<file path="src/logic/timer_pkg.sv">
package timer_pkg;

  // Register byte offsets
  localparam logic [7:0] OFF_CONTROL   = 8'h00;
  localparam logic [7:0] OFF_CLOCK     = 8'h04;
  localparam logic [7:0] OFF_IE        = 8'h08;
  localparam logic [7:0] OFF_COUNT_LO  = 8'h0C;
  localparam logic [7:0] OFF_COUNT_HI  = 8'h10;
  localparam logic [7:0] OFF_RELOAD_LO = 8'h14;
  localparam logic [7:0] OFF_RELOAD_HI = 8'h18;
  localparam logic [7:0] OFF_STATUS    = 8'h1C;
  localparam logic [7:0] OFF_CLEAR     = 8'h20;
  localparam logic [7:0] OFF_ENABLE    = 8'h24;

  // timer_control field positions
  localparam int CTL_HI_FLAG = 7;
  localparam int CTL_LO_FLAG = 6;
  localparam int CTL_LO_IRQ  = 5;
  localparam int CTL_CAPTURE = 4;
  localparam int CTL_SPLIT   = 3;
  localparam int CTL_RUN     = 2;
  localparam int CTL_RSVD    = 1;
  localparam int CTL_EXT     = 0;

  // clock_control and interrupt_enable field positions
  localparam int CLK_LO_SYS  = 0;
  localparam int CLK_HI_SYS  = 1;
  localparam int IE_TIMER    = 5;

  // Event bit positions in status, clear and enable registers
  localparam int EV_HI = 0;
  localparam int EV_LO = 1;

  // Values after reset
  localparam logic [7:0] RST_BYTE   = 8'h00;
  localparam logic [1:0] RST_ENABLE = 2'h3;

  // Prescaler cycle counts
  localparam int SYS_DIV = 12;
  localparam int EXT_DIV = 8;
  localparam logic [3:0] SYS_DIV_LAST = 4'(SYS_DIV - 1);
  localparam logic [2:0] EXT_DIV_LAST = 3'(EXT_DIV - 1);

  // Writable timer_control fields
  typedef struct packed {
    logic lo_irq_en;
    logic cap_en;
    logic split;
    logic run;
    logic ext_sel;
  } ctrl_s;

  // Sticky overflow flags
  typedef struct packed {
    logic lo;
    logic hi;
  } flags_s;

endpackage : timer_pkg

</file>
<file path="src/logic/capture_timer.sv">
`timescale 1ns/1ps
`default_nettype none

// Summary of operation
// Sixteen-bit count held as two byte registers
// Control bit 3 picks 16-bit or split mode
// Count system_clock, system_clock/12 or synced external/8
// 16-bit wrap outside capture mode reloads count, sets high flag
// Timer enable interrupts on 16-bit wrap outside capture mode while high event enabled
// Low flag enable adds low-byte wrap interrupts
// Split bytes reload from their own reload bytes
// Split: run gates high byte only
// Per-byte select picks system_clock or slow source
// Split: each byte wrap sets its flag
// Split: high wrap interrupts, low wrap if enabled
// Flags cleared only by software
// Capture needs capture enable and split clear
// Capture mode never counts external source
// Comparator rise copies count, sets high flag
// Software picks timer clock faster than comparator
// Low flag set on low wrap in all modes
// 16-bit counting steps per tick while running
// Control bit 1 reads zero, ignores writes
module capture_timer
  import timer_pkg::*;
#(
  parameter int ADDR_W = 8
) (
  input  wire logic              pclk,     // System clock
  input  wire logic              presetn,  // Async reset, active low
  input  wire logic              psel,     // APB select
  input  wire logic              penable,  // APB enable
  input  wire logic              pwrite,   // APB direction
  input  wire logic [ADDR_W-1:0] paddr,    // APB byte address
  input  wire logic [31:0]       pwdata,   // APB write data
  output logic      [31:0]       prdata,   // APB read data
  output logic                   pready,   // APB ready
  output logic                   pslverr,  // APB error, unmapped
  input  wire logic              ext_osc,  // External oscillator pin
  input  wire logic              cmp_out,  // Comparator output
  output logic                   irq       // Level interrupt
);

  if (ADDR_W < 6) begin : g_addr_check
    $error("ADDR_W too small for register map");
  end

  ////////////////////////////////////////////////////////////////////////////
  // State
  ctrl_s       ctrl_reg;
  logic [1:0]  clk_sel_reg;
  logic        ie_reg;
  logic [7:0]  cnt_lo_reg;
  logic [7:0]  cnt_hi_reg;
  logic [7:0]  rld_lo_reg;
  logic [7:0]  rld_hi_reg;
  flags_s      flag_reg;
  logic [1:0]  mask_reg;
  logic [31:0] prdata_reg;
  logic        pready_reg;
  logic        pslverr_reg;
  logic        irq_reg;
  logic [3:0]  div12_reg;
  logic [2:0]  ext_cnt_reg;
  logic        ext_tick_reg;
  logic        ext_s1_reg;
  logic        ext_s2_reg;
  logic        ext_s3_reg;
  logic        cmp_s1_reg;
  logic        cmp_s2_reg;
  logic        cmp_s3_reg;

  ////////////////////////////////////////////////////////////////////////////
  // Bus decode
  wire setup    = psel & ~penable;
  wire wr_en    = psel & penable & pready_reg & pwrite;
  wire sel_ctl  = paddr == ADDR_W'(OFF_CONTROL);
  wire sel_clk  = paddr == ADDR_W'(OFF_CLOCK);
  wire sel_ie   = paddr == ADDR_W'(OFF_IE);
  wire sel_clo  = paddr == ADDR_W'(OFF_COUNT_LO);
  wire sel_chi  = paddr == ADDR_W'(OFF_COUNT_HI);
  wire sel_rlo  = paddr == ADDR_W'(OFF_RELOAD_LO);
  wire sel_rhi  = paddr == ADDR_W'(OFF_RELOAD_HI);
  wire sel_sts  = paddr == ADDR_W'(OFF_STATUS);
  wire sel_clr  = paddr == ADDR_W'(OFF_CLEAR);
  wire sel_ena  = paddr == ADDR_W'(OFF_ENABLE);
  wire hit      = sel_ctl | sel_clk | sel_ie | sel_clo | sel_chi |
                  sel_rlo | sel_rhi | sel_sts | sel_clr | sel_ena;
  wire wr_ctl   = wr_en & sel_ctl;
  wire wr_clk   = wr_en & sel_clk;
  wire wr_ie    = wr_en & sel_ie;
  wire wr_clo   = wr_en & sel_clo;
  wire wr_chi   = wr_en & sel_chi;
  wire wr_rlo   = wr_en & sel_rlo;
  wire wr_rhi   = wr_en & sel_rhi;
  wire wr_clr   = wr_en & sel_clr;
  wire wr_ena   = wr_en & sel_ena;

  // Control readback, reserved bit forced low
  wire [7:0] ctl_view = {flag_reg.hi, flag_reg.lo, ctrl_reg.lo_irq_en,
                         ctrl_reg.cap_en, ctrl_reg.split, ctrl_reg.run,
                         1'b0, ctrl_reg.ext_sel};

  // Read data selection
  wire [7:0] rd_byte =
      sel_ctl ? ctl_view :
      sel_clk ? {6'h00, clk_sel_reg} :
      sel_ie  ? {2'h0, ie_reg, 5'h00} :
      sel_clo ? cnt_lo_reg :
      sel_chi ? cnt_hi_reg :
      sel_rlo ? rld_lo_reg :
      sel_rhi ? rld_hi_reg :
      sel_sts ? {6'h00, flag_reg} :
      sel_ena ? {6'h00, mask_reg} : 8'h00;

  ////////////////////////////////////////////////////////////////////////////
  // Prescalers and pin synchronisers
  wire div12_tick = div12_reg == SYS_DIV_LAST;
  wire ext_rise   = ext_s2_reg & ~ext_s3_reg;
  wire cmp_rise   = cmp_s2_reg & ~cmp_s3_reg;

  // Divide-by-12, external rise counter, two-stage synchronisers
  always_ff @(posedge pclk or negedge presetn) begin
    if (!presetn) begin
      div12_reg    <= 4'h0;
      ext_cnt_reg  <= 3'h0;
      ext_tick_reg <= 1'b0;
      {ext_s1_reg, ext_s2_reg, ext_s3_reg} <= 3'h0;
      {cmp_s1_reg, cmp_s2_reg, cmp_s3_reg} <= 3'h0;
    end else begin
      div12_reg    <= div12_tick ? 4'h0 : div12_reg + 4'h1;
      ext_cnt_reg  <= ext_rise ? ext_cnt_reg + 3'h1 : ext_cnt_reg;
      ext_tick_reg <= ext_rise & (ext_cnt_reg == EXT_DIV_LAST);
      {ext_s1_reg, ext_s2_reg, ext_s3_reg} <=
          {ext_osc, ext_s1_reg, ext_s2_reg};
      {cmp_s1_reg, cmp_s2_reg, cmp_s3_reg} <=
          {cmp_out, cmp_s1_reg, cmp_s2_reg};
    end
  end

  ////////////////////////////////////////////////////////////////////////////
  // Mode and clock selection
  wire cap_mode = ctrl_reg.cap_en & ~ctrl_reg.split;
  wire slow_ext = ctrl_reg.ext_sel & ~cap_mode;
  wire slow_tk  = slow_ext ? ext_tick_reg : div12_tick;
  wire lo_src   = clk_sel_reg[CLK_LO_SYS] | slow_tk;
  wire hi_src   = clk_sel_reg[CLK_HI_SYS] | slow_tk;
  wire lo_step  = ctrl_reg.split ? lo_src
                                 : ctrl_reg.run & lo_src;
  wire lo_wrap  = lo_step & (cnt_lo_reg == 8'hFF);
  wire hi_inc   = ctrl_reg.split ? ctrl_reg.run & hi_src
                                 : lo_wrap;
  wire hi_wrap  = hi_inc & (cnt_hi_reg == 8'hFF);
  wire lo_rld   = lo_wrap & (ctrl_reg.split |
                             (hi_wrap & ~cap_mode));
  wire hi_rld   = hi_wrap & ~cap_mode;
  wire cap_evt  = cap_mode & cmp_rise;

  // Next count and reload values, software writes win over counting, capture wins over reload writes
  wire [7:0] cnt_lo_next =
      wr_clo  ? pwdata[7:0] :
      lo_rld  ? rld_lo_reg :
      lo_wrap ? 8'h00 :
      lo_step ? cnt_lo_reg + 8'h01 : cnt_lo_reg;
  wire [7:0] cnt_hi_next =
      wr_chi  ? pwdata[7:0] :
      hi_rld  ? rld_hi_reg :
      hi_wrap ? 8'h00 :
      hi_inc  ? cnt_hi_reg + 8'h01 : cnt_hi_reg;
  wire [7:0] rld_lo_next = cap_evt ? cnt_lo_reg :
                           wr_rlo  ? pwdata[7:0] : rld_lo_reg;
  wire [7:0] rld_hi_next = cap_evt ? cnt_hi_reg :
                           wr_rhi  ? pwdata[7:0] : rld_hi_reg;

  // Sticky flags, a new event wins over a clear
  wire    set_hi = hi_rld | cap_evt;
  wire    set_lo = lo_wrap;
  flags_s flag_next;
  assign flag_next.hi = set_hi |
                        (flag_reg.hi & ~(wr_clr & pwdata[EV_HI]));
  assign flag_next.lo = set_lo |
                        (flag_reg.lo & ~(wr_clr & pwdata[EV_LO]));

  // Interrupt level from flags and enables
  wire irq_next = ie_reg &
                  ((flag_reg.hi & mask_reg[EV_HI]) |
                   (flag_reg.lo & ctrl_reg.lo_irq_en &
                    mask_reg[EV_LO]));

  ////////////////////////////////////////////////////////////////////////////
  // Software configuration registers
  always_ff @(posedge pclk or negedge presetn) begin
    if (!presetn) begin
      ctrl_reg    <= '0;
      clk_sel_reg <= 2'h0;
      ie_reg      <= 1'b0;
      mask_reg    <= RST_ENABLE;
    end else begin
      if (wr_ctl) begin
        ctrl_reg <= {pwdata[CTL_LO_IRQ], pwdata[CTL_CAPTURE],
                     pwdata[CTL_SPLIT], pwdata[CTL_RUN],
                     pwdata[CTL_EXT]};
      end
      if (wr_clk) begin
        clk_sel_reg <= pwdata[1:0];
      end
      if (wr_ie) begin
        ie_reg <= pwdata[IE_TIMER];
      end
      if (wr_ena) begin
        mask_reg <= pwdata[1:0];
      end
    end
  end

  // Counter, reload and flag registers
  always_ff @(posedge pclk or negedge presetn) begin
    if (!presetn) begin
      cnt_lo_reg <= RST_BYTE;
      cnt_hi_reg <= RST_BYTE;
      rld_lo_reg <= RST_BYTE;
      rld_hi_reg <= RST_BYTE;
      flag_reg   <= '0;
      irq_reg    <= 1'b0;
    end else begin
      cnt_lo_reg <= cnt_lo_next;
      cnt_hi_reg <= cnt_hi_next;
      rld_lo_reg <= rld_lo_next;
      rld_hi_reg <= rld_hi_next;
      flag_reg   <= flag_next;
      irq_reg    <= irq_next;
    end
  end

  // APB answer, registered in the setup cycle, no wait states
  always_ff @(posedge pclk or negedge presetn) begin
    if (!presetn) begin
      prdata_reg  <= 32'h0000_0000;
      pready_reg  <= 1'b0;
      pslverr_reg <= 1'b0;
    end else begin
      pready_reg  <= setup;
      pslverr_reg <= setup & ~hit;
      if (setup) begin
        prdata_reg <= {24'h00_0000, rd_byte};
      end
    end
  end

  assign prdata  = prdata_reg;
  assign pready  = pready_reg;
  assign pslverr = pslverr_reg;
  assign irq     = irq_reg;

  // Independent tally of synchronised rises per external tick
  logic [3:0] rise_tally_reg;
  always_ff @(posedge pclk or negedge presetn) begin
    if (!presetn) begin
      rise_tally_reg <= 4'h0;
    end else if (ext_tick_reg) begin
      rise_tally_reg <= ext_rise ? 4'h1 : 4'h0;
    end else if (ext_rise) begin
      rise_tally_reg <= rise_tally_reg + 4'h1;
    end
  end
endmodule : capture_timer

`default_nettype wire

</file>
<file path="config.mk">
export PLATFORM = sky130hd
export DESIGN_NAME = capture_timer
export DESIGN_NICKNAME = d
export VERILOG_FILES = /design/src/logic/timer_pkg.sv /design/src/logic/capture_timer.sv
export SDC_FILE = /design/constraint.sdc
export NUM_CORES = 1
export LEC_CHECK = 0
export ABC_CLOCK_PERIOD_IN_PS = 2100
export BUFFER_PORTS_ARGS = -buffer_cell sky130_fd_sc_hd__buf_2
export CORE_MARGIN = 3
export CORE_UTILIZATION = 45
export CTS_CLUSTER_DIAMETER = 40
export DETAILED_ROUTE_END_ITERATION = 6
export PLACE_DENSITY = 0.7
export SYNTH_ARGS = -nofsm -noshare
export SYNTH_HDL_FRONTEND = slang
export SYNTH_SLANG_ARGS = --single-unit
</file>
<file path="constraint.sdc">
create_clock -name pclk -period 2.1 [get_ports pclk]
set_input_delay 0.105 -clock pclk [delete_from_list [all_inputs] [get_ports pclk]]
set_output_delay 0.105 -clock pclk [all_outputs]
set_load 0.01 [all_outputs]
</file>
==> results of run 1 <==
[worst register-to-register path: cells and delay by family, from the launching register on]
kind | cells | cell delay, ns
AO/OA/AOI/OAI | 4 | 1.13
flip-flops | 1 | 0.41
AND/OR/NAND/NOR | 2 | 0.31
[layer usage]
layer | part of all wire [%] | vias to the layer above | global-route usage [%]
met3 | 6.8 | 32 | 5.629
met1 | 44 | 1681 | 29.62
met2 | 46 | 144 | 35.76
li1 | - | 1619 | -
met5 | 0 | - | 0
met4 | 3.1 | 0 | 10.08
[final cells by class]
type | count | area, um2 | share of cell area, %
repair buffers | 76 | 508.0 | 10.87
clock buffers | 12 | 135.1 | 2.892
well taps | 105 | 131.4 | 2.811
flip-flops and latches | 69 | 1729 | 37.00
multi-input cells | 324 | 2086 | 44.63
inverters | 9 | 33.78 | 0.7229
clock inverters | 4 | 50.05 | 1.071
[stage by stage]
| stage | util, % | setup slack (ns) | cell area [um2] | cells | total power [mW] |
|---|---|---|---|---|---|
| after floorplan | - | 0.03977 | 4056 | 445 | 1.640 |
| after CTS | 55.19 | 0.03650 | 4626 | 599 | 2.826 |
| after global placement | 52.62 | 0.1601 | 4410 | 580 | 1.734 |
| after detailed placement | 52.62 | 0.08014 | 4410 | 580 | 1.751 |
| after global routing | 55.75 | 0.006415 | 4673 | 599 | 2.928 |
| final | 55.75 | 0.1419 | 4673 | 599 | 2.801 |
[cells by family (layout without fill, tap and decap cells)]
group,Yosys count,after routing,synth area share (%)
buffers and inverters,52,101,7.406
multiplexers,42,42,11.09
adder cells (fa/ha/maj),5,5,1.576
flip-flops,69,69,43.56
XOR/XNOR,6,6,1.324
AND/OR/NAND/NOR,134,134,16.67
other,1,24,0.09446
AO/OA/AOI/OAI,113,113,18.28
[cells in the final DEF, fill, tap and decap left out, types with 2 or more instances in the layout]
cell type and n:
sky130_fd_sc_hd__a32oi_1 3, sky130_fd_sc_hd__or2_2 2, sky130_fd_sc_hd__dfrtp_1 67, sky130_fd_sc_hd__and3_1 5, sky130_fd_sc_hd__nor2b_1 3, sky130_fd_sc_hd__a21oi_1 14
sky130_fd_sc_hd__a21o_1 3, sky130_fd_sc_hd__conb_1 24, sky130_fd_sc_hd__nor2_1 15, sky130_fd_sc_hd__clkbuf_1 3, sky130_fd_sc_hd__xnor2_1 5, sky130_fd_sc_hd__and4_1 5
sky130_fd_sc_hd__nand2b_1 3, sky130_fd_sc_hd__o21ai_0 34, sky130_fd_sc_hd__a221oi_1 8, sky130_fd_sc_hd__and2_1 4, sky130_fd_sc_hd__o31ai_1 4, sky130_fd_sc_hd__clkinvlp_4 2
sky130_fd_sc_hd__nor3_1 7, sky130_fd_sc_hd__a31o_2 2, sky130_fd_sc_hd__ha_1 5, sky130_fd_sc_hd__mux2_2 16, sky130_fd_sc_hd__o2bb2ai_1 3, sky130_fd_sc_hd__dfstp_2 2
sky130_fd_sc_hd__buf_4 39, sky130_fd_sc_hd__dlygate4sd3_1 3, sky130_fd_sc_hd__buf_2 33, sky130_fd_sc_hd__clkbuf_8 9, sky130_fd_sc_hd__a21oi_2 2, sky130_fd_sc_hd__nand2_1 60
sky130_fd_sc_hd__mux2i_1 26, sky130_fd_sc_hd__o21ai_1 14, sky130_fd_sc_hd__a31oi_1 10, sky130_fd_sc_hd__inv_1 9, sky130_fd_sc_hd__nand3_1 17, sky130_fd_sc_hd__nand4_1 2
[power groups by stage]
stage               Combinational (mW)  Sequential (mW)  Clock (mW)
floorplan                        0.189             1.45           0
global placement                 0.281             1.45           0
detailed placement               0.292             1.46           0
CTS                              0.298             1.43        1.10
global route                     0.337             1.44        1.15
finish                           0.296             1.43        1.07
[how the worst max path moves through the flow]
stage | startpoint | end | slack, ns | depth (start not counted)
4_1_cts | ctl_view[3]$_DFFE_PN0P_ | cnt_lo_reg[4]$_DFFE_PN0P_ | 0.04 | 6
5_1_grt | ctl_view[3]$_DFFE_PN0P_ | cnt_hi_reg[6]$_DFFE_PN0P_ | 0.006 | 8
2_1_floorplan | cnt_hi_reg[0]$_DFFE_PN0P_ | cnt_lo_reg[4]$_DFFE_PN0P_ | 0.04 | 8
3_3_place_gp | ctl_view[3]$_DFFE_PN0P_ | cnt_lo_reg[7]$_DFFE_PN0P_ | 0.16 | 7
6_report | div12_reg[2]$_DFF_PN0_ | cnt_lo_reg[4]$_DFFE_PN0P_ | 0.14 | 6
3_5_place_dp | ctl_view[3]$_DFFE_PN0P_ | cnt_lo_reg[7]$_DFFE_PN0P_ | 0.08 | 7
[repair_timing]
action / in CTS / in global routing
setup endpoints to repair: 0 / 12
hold endpoints to repair: 69 / 0
gates resized for setup: 0 / 8
hold buffers: 3 / 0
==> metrics.txt, run 1 <==
# TYPE chip_impl_metric gauge
chip_impl_metric{name="synth_cells",unit=""} 422
chip_impl_metric{name="final_nets",unit=""} 541
chip_impl_metric{name="grt_antenna_before_repair",unit=""} 0
chip_impl_metric{name="net-switching-power",unit="mW"} 0.7418
chip_impl_info{name="sort_of_element_at_the_end_of_the_critical_path",value="flop"} 1
chip_impl_info{name="timing.critical_path.from_type",value="flop"} 1
chip_impl_info{name="path_cells",value="nand2b_1 -> a211oi_4 -> o22ai_2 -> a2111oi_0 -> nor3_1 -> a21o_1"} 1
chip_impl_metric{name="effective_utilization_at_floorplan",unit="%"} 47.37
chip_impl_metric{name="worst_ir_drop_vdd",unit="mV"} 0.3654
chip_impl_info{name="critical_setup_path_class",value="flop to flop"} 1
chip_impl_metric{name="post_cts_buffers",unit=""} 0
chip_impl_metric{name="detail_placement_hpwl",unit="mm"} 7.858
chip_impl_metric{name="synth-seq-area-share",unit="%"} 43.55
chip_impl_metric{name="drt-initial-drc-count",unit=""} 186
chip_impl_metric{name="drtAntennaViolNets",unit=""} 0
chip_impl_metric{name="cts_made_buffers",unit=""} 9
chip_impl_metric{name="fillerInstances",unit=""} 774
chip_impl_metric{name="area_delta_synth_final",unit="%"} 17.71
chip_impl_metric{name="postSynth.asyncResetShare",unit="%"} 100.0
chip_impl_metric{name="final_setup_violating_endpoints",unit=""} 0
chip_impl_info{name="reg2reg_from",value="div12_reg[2]$_DFF_PN0_"} 1
chip_impl_metric{name="synthesis.yosys.warnings",unit=""} 0
chip_impl_metric{name="p_per_area",unit="nW/um2"} 599.3
chip_impl_metric{name="timing.final.hold_violations",unit=""} 0
chip_impl_metric{name="vertical_die_dimension",unit="um"} 99.93
chip_impl_info{name="worst_hold_path_type",value="input port to flop"} 1
chip_impl_metric{name="detail_route.wirelength",unit="mm"} 10.82
chip_impl_metric{name="n_antenna_cell",unit=""} 0
chip_impl_metric{name="power_leakage",unit="nW"} 2.003
chip_impl_metric{name="hold_ws",unit="ns"} 0.03372
chip_impl_metric{name="drt-wirelength-per-cell",unit="um"} 18.06
chip_impl_info{name="worst_path_dominant_cell_family",value="compound AO/OA/AOI/OAI gates"} 1
chip_impl_metric{name="design.portCount",unit=""} 82
chip_impl_metric{name="finalWorstPathRequiredPeriod",unit="ns"} 1.958
chip_impl_metric{name="synth_seq_cells",unit=""} 69
chip_impl_metric{name="clock_latency",unit="ns"} 0.36
chip_impl_info{name="synth_area_leader_cell",value="sky130_fd_sc_hd__dfrtp_1"} 1
chip_impl_metric{name="place_congestion",unit=""} 0.9532
chip_impl_metric{name="share_of_total_power_in_sequential_cells",unit="%"} 51.1
chip_impl_metric{name="netSwitchingFraction",unit="%"} 26.48
chip_impl_metric{name="detailedRoute.firstPassIterationCount",unit=""} 5
chip_impl_metric{name="via_count_of_the_first_global_routing_pass",unit=""} 3459
chip_impl_metric{name="timing_worst_slew_pin_value",unit="ns"} 0.5932
chip_impl_metric{name="cpPeakStageDelay",unit="ns"} 0.41
chip_impl_metric{name="timing.reg2reg.setup_slack",unit="ns"} 0.14
chip_impl_info{name="outcome",value="complete, no violations"} 1
chip_impl_metric{name="core",unit="um2"} 8382
chip_impl_info{name="synth_ff_type",value="sky130_fd_sc_hd__dfrtp_1"} 1
chip_impl_info{name="post_synth_main_area_contributors",value="sky130_fd_sc_hd__dfrtp_1 (42%), sky130_fd_sc_hd__mux2i_1 (6.6%), sky130_fd_sc_hd__nand2_1 (5.7%), sky130_fd_sc_hd__buf_4 (4.7%), sky130_fd_sc_hd__mux2_2 (4.5%)"} 1
chip_impl_metric{name="internal_power",unit="mW"} 2.059
chip_impl_metric{name="grt_start_max_net_pins",unit=""} 70
chip_impl_metric{name="routed_via_density",unit=""} 5.803
chip_impl_info{name="synthTopCellsByCount",value="sky130_fd_sc_hd__dfrtp_1 (67), sky130_fd_sc_hd__nand2_1 (60), sky130_fd_sc_hd__o21ai_0 (34)"} 1
chip_impl_metric{name="worst-path-max-fanout",unit=""} 4
chip_impl_metric{name="die_outline_width",unit="um"} 99.93
chip_impl_metric{name="clock_sinks",unit=""} 69
chip_impl_metric{name="synth_enable_flop_cells",unit=""} 0
chip_impl_metric{name="die-area",unit="um2"} 9985
chip_impl_metric{name="final.period_utilization",unit="%"} 93.24
chip_impl_info{name="timing.rr.end",value="cnt_lo_reg[4]$_DFFE_PN0P_"} 1
chip_impl_metric{name="placement.io_buffers",unit=""} 33
chip_impl_metric{name="cts_buffer_depth",unit=""} 2
chip_impl_metric{name="cp_data_required_time",unit="ns"} 2.34
chip_impl_metric{name="synth_cell_type_count",unit=""} 60
chip_impl_metric{name="power_frac_comb",unit="%"} 10.6
chip_impl_metric{name="synthesis.area",unit="um2"} 3970
chip_impl_metric{name="synth.avg_cell_area",unit="um2"} 9.408
chip_impl_metric{name="reg2regPathDepth",unit=""} 6
chip_impl_metric{name="post_route_clock_skew",unit="ns"} 0.01259
chip_impl_metric{name="clk_pin_slew_worst_paths",unit="ns"} 0.08
chip_impl_metric{name="worst_hold_path.num_cells",unit=""} 3
chip_impl_info{name="hold_path_end",value="cnt_hi_reg[6]$_DFFE_PN0P_"} 1
chip_impl_metric{name="detailroute.via_count",unit=""} 3476
chip_impl_metric{name="cp_data_arrival_time",unit="ns"} 2.20
chip_impl_metric{name="grtUsageTotal",unit="%"} 22.71
chip_impl_metric{name="clock_power_share",unit="%"} 38.3
chip_impl_metric{name="remaining_drc_errors",unit=""} 0
chip_impl_info{name="hold_path.startpoint",value="pwdata[6]"} 1
chip_impl_metric{name="htree_levels",unit=""} 3
chip_impl_metric{name="grt_pass1_wl",unit="mm"} 17.64
chip_impl_metric{name="critical_path_buf_inv_count",unit=""} 0
chip_impl_metric{name="max_freq",unit="MHz"} 510.7
chip_impl_info{name="cts_tree",value="built"} 1
chip_impl_metric{name="tns",unit="ns"} 0
chip_impl_metric{name="drv.max_cap_violation_count",unit=""} 0
chip_impl_metric{name="layout-drive-gt1-share",unit="%"} 24.90
chip_impl_metric{name="row_count",unit=""} 33
chip_impl_info{name="crit_slowest_cell",value="sky130_fd_sc_hd__dfrtp_1"} 1
chip_impl_metric{name="synth_top_cell_area_share",unit="%"} 42.23
chip_impl_metric{name="max-slew-margin-rel",unit="%"} 60.36
chip_impl_info{name="post-synth-top-count-cell",value="sky130_fd_sc_hd__dfrtp_1"} 1
chip_impl_metric{name="max_slew_violations",unit=""} 0
chip_impl_info{name="unrepaired_setup_endpoints_after_global_routing",value="false"} 1
chip_impl_info{name="cts-root-buf",value="sky130_fd_sc_hd__clkbuf_8"} 1
chip_impl_metric{name="residual_overflow_from_global_routing",unit=""} 0
Power figures use the tool's default switching activity.
==> run 2: changes to the inputs <==
--- a/config.mk
+++ b/config.mk
@@ -7,6 +7,7 @@
 export LEC_CHECK = 0
 export ABC_CLOCK_PERIOD_IN_PS = 2100
 export BUFFER_PORTS_ARGS = -buffer_cell sky130_fd_sc_hd__buf_2
+export CORE_ASPECT_RATIO = 1.1
 export CORE_MARGIN = 3
 export CORE_UTILIZATION = 45
 export CTS_CLUSTER_DIAMETER = 40
==> metrics.txt, run 2 (synthesis results as in run 1) <==
# TYPE chip_impl_metric gauge
chip_impl_info{name="outcome",value="complete, no violations"} 1
chip_impl_info{name="worst_hold_path_type",value="input port to flop"} 1
chip_impl_metric{name="drv.max_cap_violation_count",unit=""} 0
chip_impl_metric{name="internal_power",unit="mW"} 2.053
chip_impl_metric{name="power_leakage",unit="nW"} 1.973
chip_impl_metric{name="die-area",unit="um2"} 9986
chip_impl_metric{name="worst_ir_drop_vdd",unit="mV"} 0.3673
chip_impl_metric{name="clock_latency",unit="ns"} 0.35
chip_impl_metric{name="via_count_of_the_first_global_routing_pass",unit=""} 3437
chip_impl_metric{name="timing.final.hold_violations",unit=""} 0
chip_impl_metric{name="cpPeakStageDelay",unit="ns"} 0.51
chip_impl_metric{name="grt_pass1_wl",unit="mm"} 17.26
chip_impl_metric{name="detail_placement_hpwl",unit="mm"} 7.707
chip_impl_metric{name="final_nets",unit=""} 535
chip_impl_metric{name="final_setup_violating_endpoints",unit=""} 0
chip_impl_info{name="cts-root-buf",value="sky130_fd_sc_hd__clkbuf_8"} 1
chip_impl_info{name="timing.critical_path.from_type",value="flop"} 1
chip_impl_metric{name="met2_wirelength",unit="mm"} 5.134
chip_impl_metric{name="effective_utilization_at_floorplan",unit="%"} 46.73
chip_impl_info{name="reg2reg_from",value="cnt_lo_reg[4]$_DFFE_PN0P_"} 1
chip_impl_metric{name="clock_sinks",unit=""} 69
chip_impl_metric{name="drt-wirelength-per-cell",unit="um"} 17.96
chip_impl_metric{name="net-switching-power",unit="mW"} 0.7116
chip_impl_metric{name="share_of_total_power_in_sequential_cells",unit="%"} 51.8
chip_impl_metric{name="place_congestion",unit=""} 0.9558
chip_impl_metric{name="clock_power_share",unit="%"} 37.7
chip_impl_metric{name="cts_made_buffers",unit=""} 9
chip_impl_info{name="sort_of_element_at_the_end_of_the_critical_path",value="flop"} 1
chip_impl_metric{name="p_per_area",unit="nW/um2"} 601.5
chip_impl_metric{name="residual_overflow_from_global_routing",unit=""} 0
chip_impl_metric{name="row_count",unit=""} 35
chip_impl_metric{name="area_delta_synth_final",unit="%"} 15.76
chip_impl_metric{name="grt_antenna_before_repair",unit=""} 0
chip_impl_metric{name="die_outline_width",unit="um"} 95.56
chip_impl_info{name="crit_slowest_cell",value="sky130_fd_sc_hd__or3_1"} 1
chip_impl_metric{name="final.period_utilization",unit="%"} 92.51
chip_impl_info{name="worstSetupStartpoint",value="cnt_lo_reg[4]$_DFFE_PN0P_"} 1
chip_impl_metric{name="grt_start_max_net_pins",unit=""} 70
chip_impl_metric{name="max-slew-margin-rel",unit="%"} 63.43
chip_impl_metric{name="remaining_drc_errors",unit=""} 0
chip_impl_metric{name="layout-drive-gt1-share",unit="%"} 23.05
chip_impl_metric{name="worst-path-max-fanout",unit=""} 6
chip_impl_info{name="most_used_cells_in_the_layout_excluding_fill_and_tap_cells",value="sky130_fd_sc_hd__dfrtp_1 (67), sky130_fd_sc_hd__nand2_1 (60), sky130_fd_sc_hd__o21ai_0 (34)"} 1
chip_impl_metric{name="met1_length",unit="mm"} 4.517
chip_impl_metric{name="post_route_clock_skew",unit="ns"} 0.01351
chip_impl_metric{name="fillerInstances",unit=""} 764
chip_impl_info{name="unrepaired_setup_endpoints_after_global_routing",value="false"} 1
chip_impl_metric{name="final-seq-area",unit="um2"} 1729
chip_impl_metric{name="area_of_the_multi_input_gates",unit="um2"} 2047
chip_impl_metric{name="grtUsageTotal",unit="%"} 22.28
chip_impl_metric{name="max_slew_violations",unit=""} 0
chip_impl_metric{name="timing_worst_slew_pin_value",unit="ns"} 0.5472
chip_impl_metric{name="timing.reg2reg.setup_slack",unit="ns"} 0.16
chip_impl_info{name="path_cells",value="nand3_1 -> or3_1 -> nor2_2 -> buf_4 -> a221oi_1 -> o31ai_1"} 1
chip_impl_metric{name="routed_via_density",unit=""} 5.762
chip_impl_metric{name="drt-initial-drc-count",unit=""} 239
chip_impl_metric{name="cts_buffer_depth",unit=""} 2
chip_impl_metric{name="netSwitchingFraction",unit="%"} 25.74
chip_impl_metric{name="placement.io_buffers",unit=""} 33
chip_impl_metric{name="finalWorstPathRequiredPeriod",unit="ns"} 1.943
chip_impl_info{name="cts_tree",value="built"} 1
chip_impl_metric{name="detail_route.wirelength",unit="mm"} 10.72
chip_impl_metric{name="cp_data_required_time",unit="ns"} 2.34
chip_impl_info{name="hold_path.startpoint",value="pwdata[6]"} 1
chip_impl_metric{name="htree_levels",unit=""} 3
chip_impl_metric{name="detailroute.via_count",unit=""} 3440
chip_impl_metric{name="max_freq",unit="MHz"} 514.7
chip_impl_metric{name="tns",unit="ns"} 0
chip_impl_metric{name="power_frac_comb",unit="%"} 10.5
chip_impl_metric{name="met3_length",unit="um"} 834
chip_impl_info{name="critical_setup_path_class",value="flop to flop"} 1
chip_impl_metric{name="clk_pin_slew_worst_paths",unit="ns"} 0.08
chip_impl_metric{name="cp_data_arrival_time",unit="ns"} 2.19
chip_impl_metric{name="post_cts_buffers",unit=""} 0
chip_impl_info{name="highest_metal_used",value="met4"} 1
chip_impl_metric{name="detailedRoute.firstPassIterationCount",unit=""} 7
chip_impl_metric{name="n_antenna_cell",unit=""} 0
chip_impl_metric{name="vertical_die_dimension",unit="um"} 104.5
chip_impl_metric{name="drtAntennaViolNets",unit=""} 0
chip_impl_info{name="mostFrequentLayoutCell",value="sky130_fd_sc_hd__dfrtp_1"} 1
chip_impl_metric{name="design.portCount",unit=""} 82
chip_impl_metric{name="core",unit="um2"} 8496
chip_impl_metric{name="p_total",unit="mW"} 2.764
-- run 2: cell types whose count changed in the layout (fill, tap and decap cells not counted), moves of 2 or more --
cell	previous run	this run
sky130_fd_sc_hd__buf_4	39	33
sky130_fd_sc_hd__clkbuf_8	9	13
sky130_fd_sc_hd__clkbuf_1	3	0
sky130_fd_sc_hd__clkinvlp_4	2	0
-- run 2: final cells by class --
cell class,count,share of cell area (%)
inverters,9,0.7351
clock inverters,1,0.1089
repair buffers,70,10.07
clock buffers,13,3.893
flip-flops and latches,69,37.63
well taps,111,3.022
multi-input cells,324,44.54
-- run 2: routing by layer --
layer	global-route usage [%]	vias up
met4	7.520	0
met2	35.72	171
met5	0	-
met1	28.95	1641
met3	5.644	25
li1	-	1603
-- run 2: final timing paths --
path	endpoint	cells past startpoint
min in group asynchronous	irq$_DFF_PN0_	3
max	cnt_lo_reg[5]$_DFFE_PN0P_	6
max in group asynchronous	cmp_s2_reg$_DFF_PN0_	3
min reg2reg	ext_s2_reg$_DFF_PN0_	0
max reg2reg	cnt_lo_reg[5]$_DFFE_PN0P_	6
min	cnt_hi_reg[6]$_DFFE_PN0P_	3
-- run 2: timing repair --
action	in CTS	in global routing
resized for setup	0	2
hold buffers	3	0
endpoints found under the setup margin	0	2
endpoints found under the hold margin	69	0
-- run 2: metrics by stage --
| stage | utilization, % | cells | cell area, um2 | hold WS, ns | worst slack, ns |
|---|---|---|---|---|---|
| floorplan | - | 445 | 4056 | -0.1906 | 0.03977 |
| global placement | 51.47 | 580 | 4373 | 0.1532 | 0.1475 |
| detailed placement | 51.47 | 580 | 4373 | 0.1556 | 0.1470 |
| CTS | 53.99 | 597 | 4587 | 0.02526 | 0.1431 |
| global route | 54.09 | 597 | 4596 | 0.05533 | 0.01998 |
| finish | 54.09 | 597 | 4596 | 0.04741 | 0.1573 |
-- run 2: power by group through the flow --
stage                     logic [mW]  clock network, mW  registers, mW
after floorplan                0.189                  0           1.45
after global placement         0.277                  0           1.45
after detailed placement       0.288                  0           1.46
after CTS                      0.294               1.06           1.43
after global routing           0.330               1.12           1.44
final                          0.291               1.04           1.43
-- run 2: critical path, delay by kind of cell (launching register included) --
family / cells / cell delay [ns]
AND/OR/NAND/NOR: 3 / 0.89
flip-flops: 1 / 0.43
buffers and inverters: 1 / 0.18
AO/OA/AOI/OAI: 2 / 0.32
